## src/sdsr_pkg.sv

```systemverilog
/*
 * Shared constants for the sigma-delta serial readout port.
 * Assumes a single 100 MHz system clock and synchronous pin inputs.
 */
package sdsr_pkg;

    localparam int SDSR_WORD_W = 20;           // Conversion word width
    localparam int SDSR_FIFO_DEPTH = 32;       // Result buffer depth
    localparam int SDSR_CLK_NS = 10;           // System clock period
    localparam int SDSR_CS_RECOG_NS = 160;     // Extra chip-select delay
    // Longest recognition delay: four clocks plus 160 ns, rounded down
    localparam int SDSR_CS_RECOG_CYC = 4 + SDSR_CS_RECOG_NS / SDSR_CLK_NS;
    localparam int SDSR_BLANK_CYC = 4;         // Ready held high after word
    localparam int SDSR_CAL_HOLD_CYC = 4;      // Calibrate strobe length
    localparam logic [4:0] SDSR_MSB_IDX = 5'h13; // First bit sent
    localparam logic [1:0] SDSR_PHASE_START = 2'h1; // Self clock phase
    localparam logic [1:0] SDSR_PHASE_HIGH = 2'h0;  // Serial clock high

    // Readout sequencer states
    typedef enum logic [1:0] {
        SDSR_IDLE = 2'b00,
        SDSR_SHIFT = 2'b01,
        SDSR_BLANK = 2'b10
    } sdsr_state_type;

endpackage : sdsr_pkg

```

## src/sdsr_readout.sv

```systemverilog
/*
 * Serial readout port: buffers conversion results, codes them and
 * shifts them out MSB first under chip select and word ready.
 * Assumes pins are synchronous to clk_sys; the link is joined outside
 * from the data, clock and enable signals.
 */
`timescale 1ns/1ps
module sdsr_readout
    import sdsr_pkg::*;
#(
    parameter int DEPTH = SDSR_FIFO_DEPTH
)
(
    input wire logic clk_sys,                  // Master clock, 100 MHz
    input wire logic rst_n,                    // Async reset, low
    input wire logic conv_valid,               // New result offered
    output logic conv_ready,                   // Buffer takes result
    input wire logic [SDSR_WORD_W-1:0] conv_data, // Two's complement
    input wire logic polarity_select,          // High bipolar
    input wire logic self_clocking_mode,       // High self clocked
    input wire logic cs_n,                     // Chip select, low
    input wire logic sclk_in,                  // Host serial clock
    output logic sclk_out,                     // Self serial clock
    output logic sclk_oe,                      // Drives serial clock
    output logic serial_data_out,              // Serial data
    output logic serial_data_oe,               // Drives serial data
    output logic word_ready_n,                 // Word waiting, low
    input wire logic cal_in,                   // Calibrate strobe
    input wire logic cal_select_a,             // Calibration select a
    input wire logic cal_select_b,             // Calibration select b
    output logic cal_reset,                    // Held in reset by strobe
    output logic cal_start,                    // Calibration begins
    output logic [1:0] cal_type,               // Latched selects b,a
    output logic system_cal                    // System calibration
);

    // Output coding of a two's complement result
    function automatic logic [SDSR_WORD_W-1:0] sdsr_code(
        input logic [SDSR_WORD_W-1:0] raw,
        input logic bipolar
    );
        logic [SDSR_WORD_W-1:0] res;
        res = '0;
        if (bipolar)
        begin
            res = {~raw[SDSR_WORD_W-1], raw[SDSR_WORD_W-2:0]};
        end
        else if (!raw[SDSR_WORD_W-1])
        begin
            res = {raw[SDSR_WORD_W-2:0], &raw[SDSR_WORD_W-2:0]};
        end
        return res;
    endfunction : sdsr_code

    sdsr_state_type state_q;                   // Sequencer state
    logic [SDSR_WORD_W-1:0] hold_q;            // Word under readout
    logic hold_valid_q;                        // Word waiting
    logic [4:0] bit_q;                         // Index of bit on line
    logic stop_q;                              // Deselect seen mid word
    logic ssc_q;                               // Mode caught at start
    logic [1:0] phase_q;                       // Self clock phase
    logic sclk_q;                              // Self clock level
    logic sclk_prev_q;                         // Host clock last cycle
    logic sdo_q;                               // Data bit
    logic oe_q;                                // Driving the link
    logic [2:0] blank_q;                       // Blank countdown
    logic [2:0] cal_cnt_q;                     // Strobe high length
    logic cal_prev_q;                          // Strobe last cycle
    logic [1:0] cal_type_q;                    // Latched selects
    logic cal_start_q;                         // Start pulse
    logic fifo_valid;                          // Buffer head present
    logic fifo_take;                           // Head into hold reg
    logic [SDSR_WORD_W-1:0] fifo_data;         // Buffer head
    logic armed;                               // Strobe long enough
    logic begin_shift;                         // Select recognised
    logic adv;                                 // Bit boundary

    ////////////////////////////////////////////////////////////////////
    // Result buffer
    sdsr_fifo #(
        .WIDTH(SDSR_WORD_W),
        .DEPTH(DEPTH)
    ) u_fifo (
        .clk_sys(clk_sys),
        .rst_n(rst_n),
        .in_valid(conv_valid),
        .in_ready(conv_ready),
        .in_data(conv_data),
        .out_valid(fifo_valid),
        .out_ready(fifo_take),
        .out_data(fifo_data)
    );

    ////////////////////////////////////////////////////////////////////
    // Combinational control terms
    assign armed = (cal_cnt_q > 3'(SDSR_CAL_HOLD_CYC));
    // Newer result replaces a word not yet being read
    assign fifo_take = (state_q == SDSR_IDLE) && !armed;
    // Select accepted only while a word waits, not in blank
    assign begin_shift = (state_q == SDSR_IDLE) && hold_valid_q
        && !cs_n && !armed && !fifo_valid;
    // Self clock falls after phase high; host clock on falling edge
    assign adv = ssc_q ? (phase_q == SDSR_PHASE_HIGH)
        : (sclk_prev_q && !sclk_in);
    assign word_ready_n = !hold_valid_q;
    assign serial_data_out = sdo_q;
    assign serial_data_oe = oe_q;
    assign sclk_out = sclk_q;
    assign sclk_oe = oe_q && ssc_q;
    assign cal_reset = armed;
    assign cal_start = cal_start_q;
    assign cal_type = cal_type_q;
    assign system_cal = !cal_type_q[1];

    ////////////////////////////////////////////////////////////////////
    // Hold register and ready flag
    always_ff @(posedge clk_sys or negedge rst_n)
    begin
        if (!rst_n)
        begin
            hold_q <= '0;
            hold_valid_q <= 1'b0;
        end
        else if (armed)
        begin
            hold_valid_q <= 1'b0;
        end
        else if (fifo_take && fifo_valid)
        begin
            hold_q <= sdsr_code(fifo_data, polarity_select);
            hold_valid_q <= 1'b1;
        end
        else if (state_q == SDSR_SHIFT && adv && !stop_q
            && bit_q == '0)
        begin
            hold_valid_q <= 1'b0;
        end
    end

    ////////////////////////////////////////////////////////////////////
    // Readout sequencer
    always_ff @(posedge clk_sys or negedge rst_n)
    begin
        if (!rst_n)
        begin
            state_q <= SDSR_IDLE;
            bit_q <= '0;
            stop_q <= 1'b0;
            ssc_q <= 1'b0;
            sdo_q <= 1'b0;
            oe_q <= 1'b0;
            blank_q <= '0;
        end
        else if (armed)
        begin
            state_q <= SDSR_IDLE;
            oe_q <= 1'b0;
            stop_q <= 1'b0;
        end
        else
        begin
            case (state_q)
                SDSR_IDLE:
                begin
                    if (begin_shift)
                    begin
                        state_q <= SDSR_SHIFT;
                        bit_q <= SDSR_MSB_IDX;
                        sdo_q <= hold_q[SDSR_MSB_IDX];
                        oe_q <= 1'b1;
                        stop_q <= 1'b0;
                        ssc_q <= self_clocking_mode;
                    end
                end
                SDSR_SHIFT:
                begin
                    if (cs_n)
                    begin
                        stop_q <= 1'b1;
                    end
                    if (adv)
                    begin
                        if (stop_q || cs_n)
                        begin
                            // Current bit done; release the link
                            state_q <= SDSR_IDLE;
                            oe_q <= 1'b0;
                        end
                        else if (bit_q == '0)
                        begin
                            state_q <= SDSR_BLANK;
                            oe_q <= 1'b0;
                            blank_q <= 3'(SDSR_BLANK_CYC - 1);
                        end
                        else
                        begin
                            bit_q <= bit_q - 1'b1;
                            sdo_q <= hold_q[bit_q - 1'b1];
                        end
                    end
                end
                SDSR_BLANK:
                begin
                    // Ready stays high, select is not looked at
                    if (blank_q == '0)
                    begin
                        state_q <= SDSR_IDLE;
                    end
                    else
                    begin
                        blank_q <= blank_q - 1'b1;
                    end
                end
                default:
                begin
                    state_q <= SDSR_IDLE;
                end
            endcase
        end
    end

    ////////////////////////////////////////////////////////////////////
    // Serial clock: self divider and host clock history
    always_ff @(posedge clk_sys or negedge rst_n)
    begin
        if (!rst_n)
        begin
            phase_q <= '0;
            sclk_q <= 1'b0;
            sclk_prev_q <= 1'b0;
        end
        else
        begin
            sclk_prev_q <= sclk_in;
            if (begin_shift)
            begin
                phase_q <= SDSR_PHASE_START;
                sclk_q <= 1'b0;
            end
            else if (state_q == SDSR_SHIFT && ssc_q && !armed)
            begin
                // One high phase in four: divide by four, 25% duty
                phase_q <= phase_q + 1'b1;
                sclk_q <= (phase_q == 2'h3) && !adv;
            end
            else
            begin
                sclk_q <= 1'b0;
            end
        end
    end

    ////////////////////////////////////////////////////////////////////
    // Calibration strobe watch
    always_ff @(posedge clk_sys or negedge rst_n)
    begin
        if (!rst_n)
        begin
            cal_cnt_q <= '0;
            cal_prev_q <= 1'b0;
            cal_type_q <= 2'h3;
            cal_start_q <= 1'b0;
        end
        else
        begin
            cal_prev_q <= cal_in;
            cal_start_q <= 1'b0;
            if (cal_in && !cal_prev_q)
            begin
                cal_type_q <= {cal_select_b, cal_select_a};
            end
            if (cal_in)
            begin
                if (!armed)
                begin
                    cal_cnt_q <= cal_cnt_q + 1'b1;
                end
            end
            else
            begin
                cal_start_q <= armed;
                cal_cnt_q <= '0;
            end
        end
    end

endmodule : sdsr_readout

```

## src/sdsr_fifo.sv

```systemverilog
/*
 * Result buffer: synchronous FIFO with a registered output stage.
 * Assumes one clock; depth must be a power of two of at least two.
 */
`timescale 1ns/1ps
module sdsr_fifo
    import sdsr_pkg::*;
#(
    parameter int WIDTH = SDSR_WORD_W,
    parameter int DEPTH = SDSR_FIFO_DEPTH
)
(
    input wire logic clk_sys,                  // System clock
    input wire logic rst_n,                    // Async reset, low
    input wire logic in_valid,                 // Fill side offers word
    output logic in_ready,                     // Fill side may push
    input wire logic [WIDTH-1:0] in_data,      // Fill side word
    output logic out_valid,                    // Head word present
    input wire logic out_ready,                // Drain side takes head
    output logic [WIDTH-1:0] out_data          // Head word, registered
);

    localparam int AW = $clog2(DEPTH);

    // Refuse shapes the pointer logic cannot serve
    if (DEPTH < 2 || (DEPTH & (DEPTH - 1)) != 0)
    begin : g_bad_depth
        $error("sdsr_fifo depth must be a power of two");
    end

    logic [WIDTH-1:0] mem_q [DEPTH];           // Storage array
    logic [AW-1:0] wr_ptr_q;                   // Write pointer
    logic [AW-1:0] rd_ptr_q;                   // Read pointer
    logic [AW:0] cnt_q;                        // Words in array
    logic out_valid_q;                         // Output stage full
    logic [WIDTH-1:0] out_data_q;              // Output stage word
    logic push;                                // Word accepted
    logic load;                                // Array to output stage

    ////////////////////////////////////////////////////////////////////
    // Handshake terms
    assign in_ready = (cnt_q != (AW + 1)'(DEPTH));
    assign push = in_valid && in_ready;
    assign load = (cnt_q != '0) && (!out_valid_q || out_ready);
    assign out_valid = out_valid_q;
    assign out_data = out_data_q;

    ////////////////////////////////////////////////////////////////////
    // Storage writes
    always_ff @(posedge clk_sys)
    begin
        if (push)
        begin
            mem_q[wr_ptr_q] <= in_data;
        end
    end

    // Pointers and count
    always_ff @(posedge clk_sys or negedge rst_n)
    begin
        if (!rst_n)
        begin
            wr_ptr_q <= '0;
            rd_ptr_q <= '0;
            cnt_q <= '0;
        end
        else
        begin
            if (push)
            begin
                wr_ptr_q <= wr_ptr_q + 1'b1;
            end
            if (load)
            begin
                rd_ptr_q <= rd_ptr_q + 1'b1;
            end
            cnt_q <= cnt_q + (AW + 1)'(push) - (AW + 1)'(load);
        end
    end

    // Registered output stage
    always_ff @(posedge clk_sys or negedge rst_n)
    begin
        if (!rst_n)
        begin
            out_valid_q <= 1'b0;
            out_data_q <= '0;
        end
        else if (load)
        begin
            out_valid_q <= 1'b1;
            out_data_q <= mem_q[rd_ptr_q];
        end
        else if (out_ready)
        begin
            out_valid_q <= 1'b0;
        end
    end

endmodule : sdsr_fifo

```

## config.mk

```make
export PLATFORM = sky130hd
export DESIGN_NAME = sdsr_readout
export DESIGN_NICKNAME = d
export VERILOG_FILES = /design/src/sdsr_pkg.sv /design/src/sdsr_readout.sv /design/src/sdsr_fifo.sv
export SDC_FILE = /design/constraint.sdc
export NUM_CORES = 1
export LEC_CHECK = 0
export ABC_AREA = 1
export BUFFER_PORTS_ARGS = -buffer_cell sky130_fd_sc_hd__buf_2
export CAP_MARGIN = 15
export CORE_UTILIZATION = 30
export DETAILED_ROUTE_END_ITERATION = 10
export HOLD_SLACK_MARGIN = 0.08
export PLACE_DENSITY = 0.44
export SLEW_MARGIN = 30
export SYNTH_ARGS = -nofsm -noshare
export SYNTH_HDL_FRONTEND = slang
export SYNTH_SLANG_ARGS = --single-unit
```

## constraint.sdc

```tcl
create_clock -name clk_sys -period 6.8 [get_ports clk_sys]
set_input_delay 1.36 -clock clk_sys [delete_from_list [all_inputs] [get_ports clk_sys]]
set_output_delay 1.36 -clock clk_sys [all_outputs]
set_load 0.05 [all_outputs]
```

# Yosys cells after proc, flatten, opt, wreduce, memory -nomap -nowiden
# Memory sizes are Yosys's and may differ from the RTL's. A register that Yosys moved wholly into a read port is not among the register bits.
# Index checks and enable logic that the tools add are counted.
# op_classes
add_sub_neg,8
n_reduce_logical,48
n_bitwise,2
n_lt_le_gt_ge,2
muxes,51
eq_ne,16
# ops
cell,n
20-bit two-way mux,2
1-bit two-way mux,24
5-bit two-way mux,4
19-bit AND reduction,1
3-bit two-way mux,6
1-bit logical AND,17
2-bit two-way mux,8
"2-bit != test, second input constant",6
"3-bit != test, second input constant",4
6-bit AND reduction,2
"5-bit by 1-bit adder with 5-bit output, second input constant",2
1-bit zero test,10
5-bit case mux with 2 select lines,1
4-bit AND reduction,2
2-bit nonzero test,4
6-bit by 1-bit adder with 6-bit output,1
"5-bit by 6-bit < comparator with 1-bit output, second input constant",1
"6-bit != test, second input constant",1
1-bit case mux with 2 select lines,3
2-bit case mux with 3 select lines,1
3-bit case mux with 2 select lines,1
3-bit AND reduction,2
3-bit nonzero test,2
6-bit nonzero test,1
other kinds (17),21
# word_totals
ramBits,640
wordCells,148
out_inout_bits,11
reg_bits,63
inputBits,30
n_memories,1
# memory_table
name,depth,word_bits,read_ports,rd_clocked_by_memory_dff,wr,line,rtl
u_fifo.mem_q,32,20,1,1,1,sdsr_fifo.sv:31,logic [WIDTH-1:0] mem_q [DEPTH];

# Logic depth before layout (Yosys ltp)
# depth
depth_word,9
ltp_mapped,18
mapped_depth_nobuf,17

# By module
# Synthesis repeated with hierarchy kept, for this count alone.
# unflattened
hier_cells,2988
hier_area_um2,31129.9
# by_module_without_submodules
mod,seq_area_each_um2,area_per_inst_um2,cells_each,n_inst
sdsr_fifo,20144.3,28492.3,2641,1
sdsr_readout,1153.6,2637.5,347,1

# Least setup slack after synthesis
# Ideal clock, no wire load.
# synth_path
path_type,input to register
start,input port conv_valid
end,"memory u_fifo.mem_q[7][0] (netlist name), enable pin"
path_stages,2
setup_slack_ns,3.449
arrival_ns,2.929
n_path_buf,0
required_ns,6.378
setup_ns,0.422
cell_sequence,nand2_1 > nor3_1
# synth_between
elab_chain_cells,3
# synth_lines
element,line,rtl
"start, declared",sdsr_readout.sv:16,"input wire logic conv_valid,"
1-bit logical AND,sdsr_fifo.sv:43,assign push = in_valid && in_ready;
1-bit two-way mux,sdsr_fifo.sv:52,if (push)
1-bit two-way mux (implied by the code),sdsr_fifo.sv:54,mem_q[wr_ptr_q] <= in_data;
"end, declared",sdsr_fifo.sv:31,
# Every way passes these cells.

# Worst setup path after layout
# layout_path
start,register cal_cnt_q[0]
end,register u_fifo.cnt_q[4]
# layout_between
elab_chain_cells,6
# layout_lines
element,line,rtl
"start, declared",sdsr_readout.sv:67,logic [2:0] cal_cnt_q;
"start signal, assigned",sdsr_readout.sv:276,cal_cnt_q <= cal_cnt_q + 1'b1;
3-bit greater-than comparator,sdsr_readout.sv:96,assign armed = (cal_cnt_q > 3'(SDSR_CAL_HOLD_CYC));
1-bit zero test,-,
1-bit logical AND,sdsr_readout.sv:98,assign fifo_take = (state_q == SDSR_IDLE) && !armed;
1-bit logical OR,sdsr_fifo.sv:44,assign load = (cnt_q != '0) && (!out_valid_q || out_ready);
1-bit logical AND,sdsr_fifo.sv:44,
6-bit by 1-bit subtractor with 6-bit output,sdsr_fifo.sv:77,cnt_q <= cnt_q + (AW + 1)'(push) - (AW + 1)'(load);
"end signal, assigned",sdsr_fifo.sv:77,
"end, declared",sdsr_fifo.sv:34,logic [AW:0] cnt_q;
# Every way passes these cells.
# A chain may end at the register's enable or synchronous reset.

==> metrics.cfg <==
[die]
rows = 115
dieHeight_um = 317.6
core_area_um2 = 98560
start_util = 0.3031
pin_count = 41
die_w_um = 317.6
die-area_um2 = 100900

[drt]
via_per_inst = 4.853
final_antenna_net_count = 0
wl_um = 83380
drc = 0
firstDrtPassIters = 5
post_drt_wl_per_cell_um = 21.20
drt_iter0_drc = 1508
vias = 19085

[setup_path]
startpoint = cal_cnt_q[0]
cpMaxStageDelayCell = clkinv_1
rr_worst_depth = 16
slowest_delay_ps = 650
endpoint_kind = register
r2r_end = u_fifo.cnt_q[4]
cp_cell_sequence = inv_1 -> ha_1 -> inv_1 -> nand2_2 -> nand3_2 -> nand2_1 -> nand2_1 -> clkinv_1 -> ha_1 -> inv_1 -> ha_1 -> fa_1 -> a21oi_1 -> nor2_1 -> nor2_1 -> xor2_1
setup.worst_path.start_class = register
r2r-start = cal_cnt_q[0]
worstPathMaxFanout = 24
arrival_ps = 4310
crit_required_ps = 7350
crit_end = u_fifo.cnt_q[4]
path_class = register to register
rrSetupSlack_ps = 3040

[synthesis]
synth_xor_area_frac = 0.004104
ys_warn_count = 0
synth_nets = 2611
synth-seq-area-share = 0.7129
synth_area_um2 = 29880
synth_cells = 2558
synth-edff-count = 640
synthSimpleGateAreaFrac = 0.1557
synth_top_family_by_area = simple AND/OR/NAND/NOR gates
synth.area.top_cells = edfxtp_1 64%, dfrtp_1 6.8%, nand2_1 5.7%
synth_seq_cells = 723
yosys.area.top_type = edfxtp_1
synth_top_flop_cell = edfxtp_1
synth_compound_area_frac = 0.07685
synth_fa_ha_area_frac = 0.009884
ys_types = 40
synth.avg_cell_area_um2 = 11.68
async_flop_share = 0.1148
synth_mux_area_frac = 0.0003769
synth_top_area_frac = 0.6433

[sta]
period_share = 0.5527
finalCriticalPeriod_ps = 3758
fin_ws_ps = 3042
finalSetupViolCount = 0
tightest_slew_ps = 928.3
fmax_ghz = 0.2661
holdWs_ps = 471.2
slew_violations = 0
rsz0062_at_grt = false
skew_ps = 29.28
finalHoldViolations = 0
slew_headroom = 0.3812
tns_ps = 0

[power]
total_leakage_power_nw = 12.03
p_per_area_nw_per_um2 = 441.2
finalPower_mw = 15.00
ir_drop_v = 0.0002405

[outcome]
outcome = finished, final reports clean

[global_routing]
use_met1 = 0.2225
grt_pass1_vias = 19348
grt_max_degree = 198
grt_usage = 0.1652
grtUsageMet3 = 0.02465
antenna_found_initial = 0
grt_overflow = 0
use_met2 = 0.2725
top_usage_layer = met2
grt_pass1_wl_um = 125600

[place]
gp_congestion = 0.7861
placed_cells_incl_taps = 3783
dpl_cell_area_um2 = 31360
dpl_worst_slack_ps = 2785
portBuffers = 40
dp_hpwl_um = 46610

[clocking]
cts.sinks = 723
root_buffer = clkbuf_16
path_clk_slew_ps = 60
cts_setup_buffers = 0
cts_buffers = 83
cts_buffer_depth = 3
tritoncts = done
htreeDepth = 3
hold_buffers = 0
ctsResizeCount = 0
clk_latency_ps = 640

[final_layout]
drive_gt1_frac = 0.09751
fin_nets = 2635
final_common_cell = edfxtp_1
final_cells = 3933
final_util = 0.3450
design_area_um2 = 34000
mostFrequentLayoutCells = 640 x edfxtp_1, 456 x nand2_1, 382 x nor2_1
areaGrowthSynthToFinish_pct = 13.82
antenna_cells = 0

[run]
maxCapViolations = 0

[hold_path]
hold_path.class = register to register

## layout make-up
class                      instances  area, um2
clock buffer                     102       2191
clock inverter                    47      429.2
fill                            9729      64560
inverter                          99      381.6
multi-input combinational       1594       7517
sequential                       723      21310
tap                             1287       1610
timing repair buffer              81      568.0
## how the worst min path moves through the flow
stage	start	endpoint	slack, ps	depth (start not counted)
after floorplan	hold_q[0]	hold_q[0]	450	2
after global placement	cal_type[1]	cal_type[1]	460	2
after detailed placement	serial_data_out	serial_data_out	470	2
after CTS	serial_data_out	serial_data_out	480	2
after global routing	hold_q[17]	hold_q[17]	510	2
final	serial_data_out	serial_data_out	470	2
## layer usage
metal | up-vias | part of all wire
met2 | 416 | 0.47
li1 | 9017 | -
met3 | 107 | 0.043
met4 | 0 | 0.026
met1 | 9545 | 0.46
met5 | - | 0
## registers in the layout, indices dropped and copies added (netlist names), 2 cells and up
name             count
u_fifo.mem_q       640
hold_q              20
u_fifo.out_data     20
u_fifo.cnt_q         6
bit_q                5
u_fifo.rd_ptr_q      5
u_fifo.wr_ptr_q      5
blank_q              3
cal_cnt_q            3
cal_type             2
phase_q              2
state_q              2
## report_power, final
group | leakage, nW | total (mW) | internal, mW | switching, mW
combinational | 3.99 | 4.96 | 1.39 | 3.56
clock | 1.27 | 4.35 | 2.55 | 1.80
sequential | 6.77 | 5.70 | 5.31 | 0.382
## cell usage after synthesis (all sizes together), types with 19 or more instances
master / count
a21oi: 50
dfrtp: 81
o22ai: 19
edfxtp: 640
o211ai: 43
nand2: 457
buf: 90
inv: 96
nand3: 248
ha: 22
clkbuf: 52
nor2: 416
o21ai: 300
## worst max-delay path, delay by kind of cell (launching register included)
family	cells	cell delay, ps
adders and majority gates	4	1450
xor gates and xnor gates	1	150
AOI/OAI and AO/OA	1	180
and+or+nand+nor	6	680
DFF	1	390
buffers and inverters	4	820
## logic make-up after synthesis
family | count (synthesis)
adders and majority gates | 23
muxes | 1
and+or+nand+nor | 1140
AOI/OAI and AO/OA | 416
buffers and inverters | 241
xor gates and xnor gates | 14
DFF | 723
(Power assumes the default switching activity.)
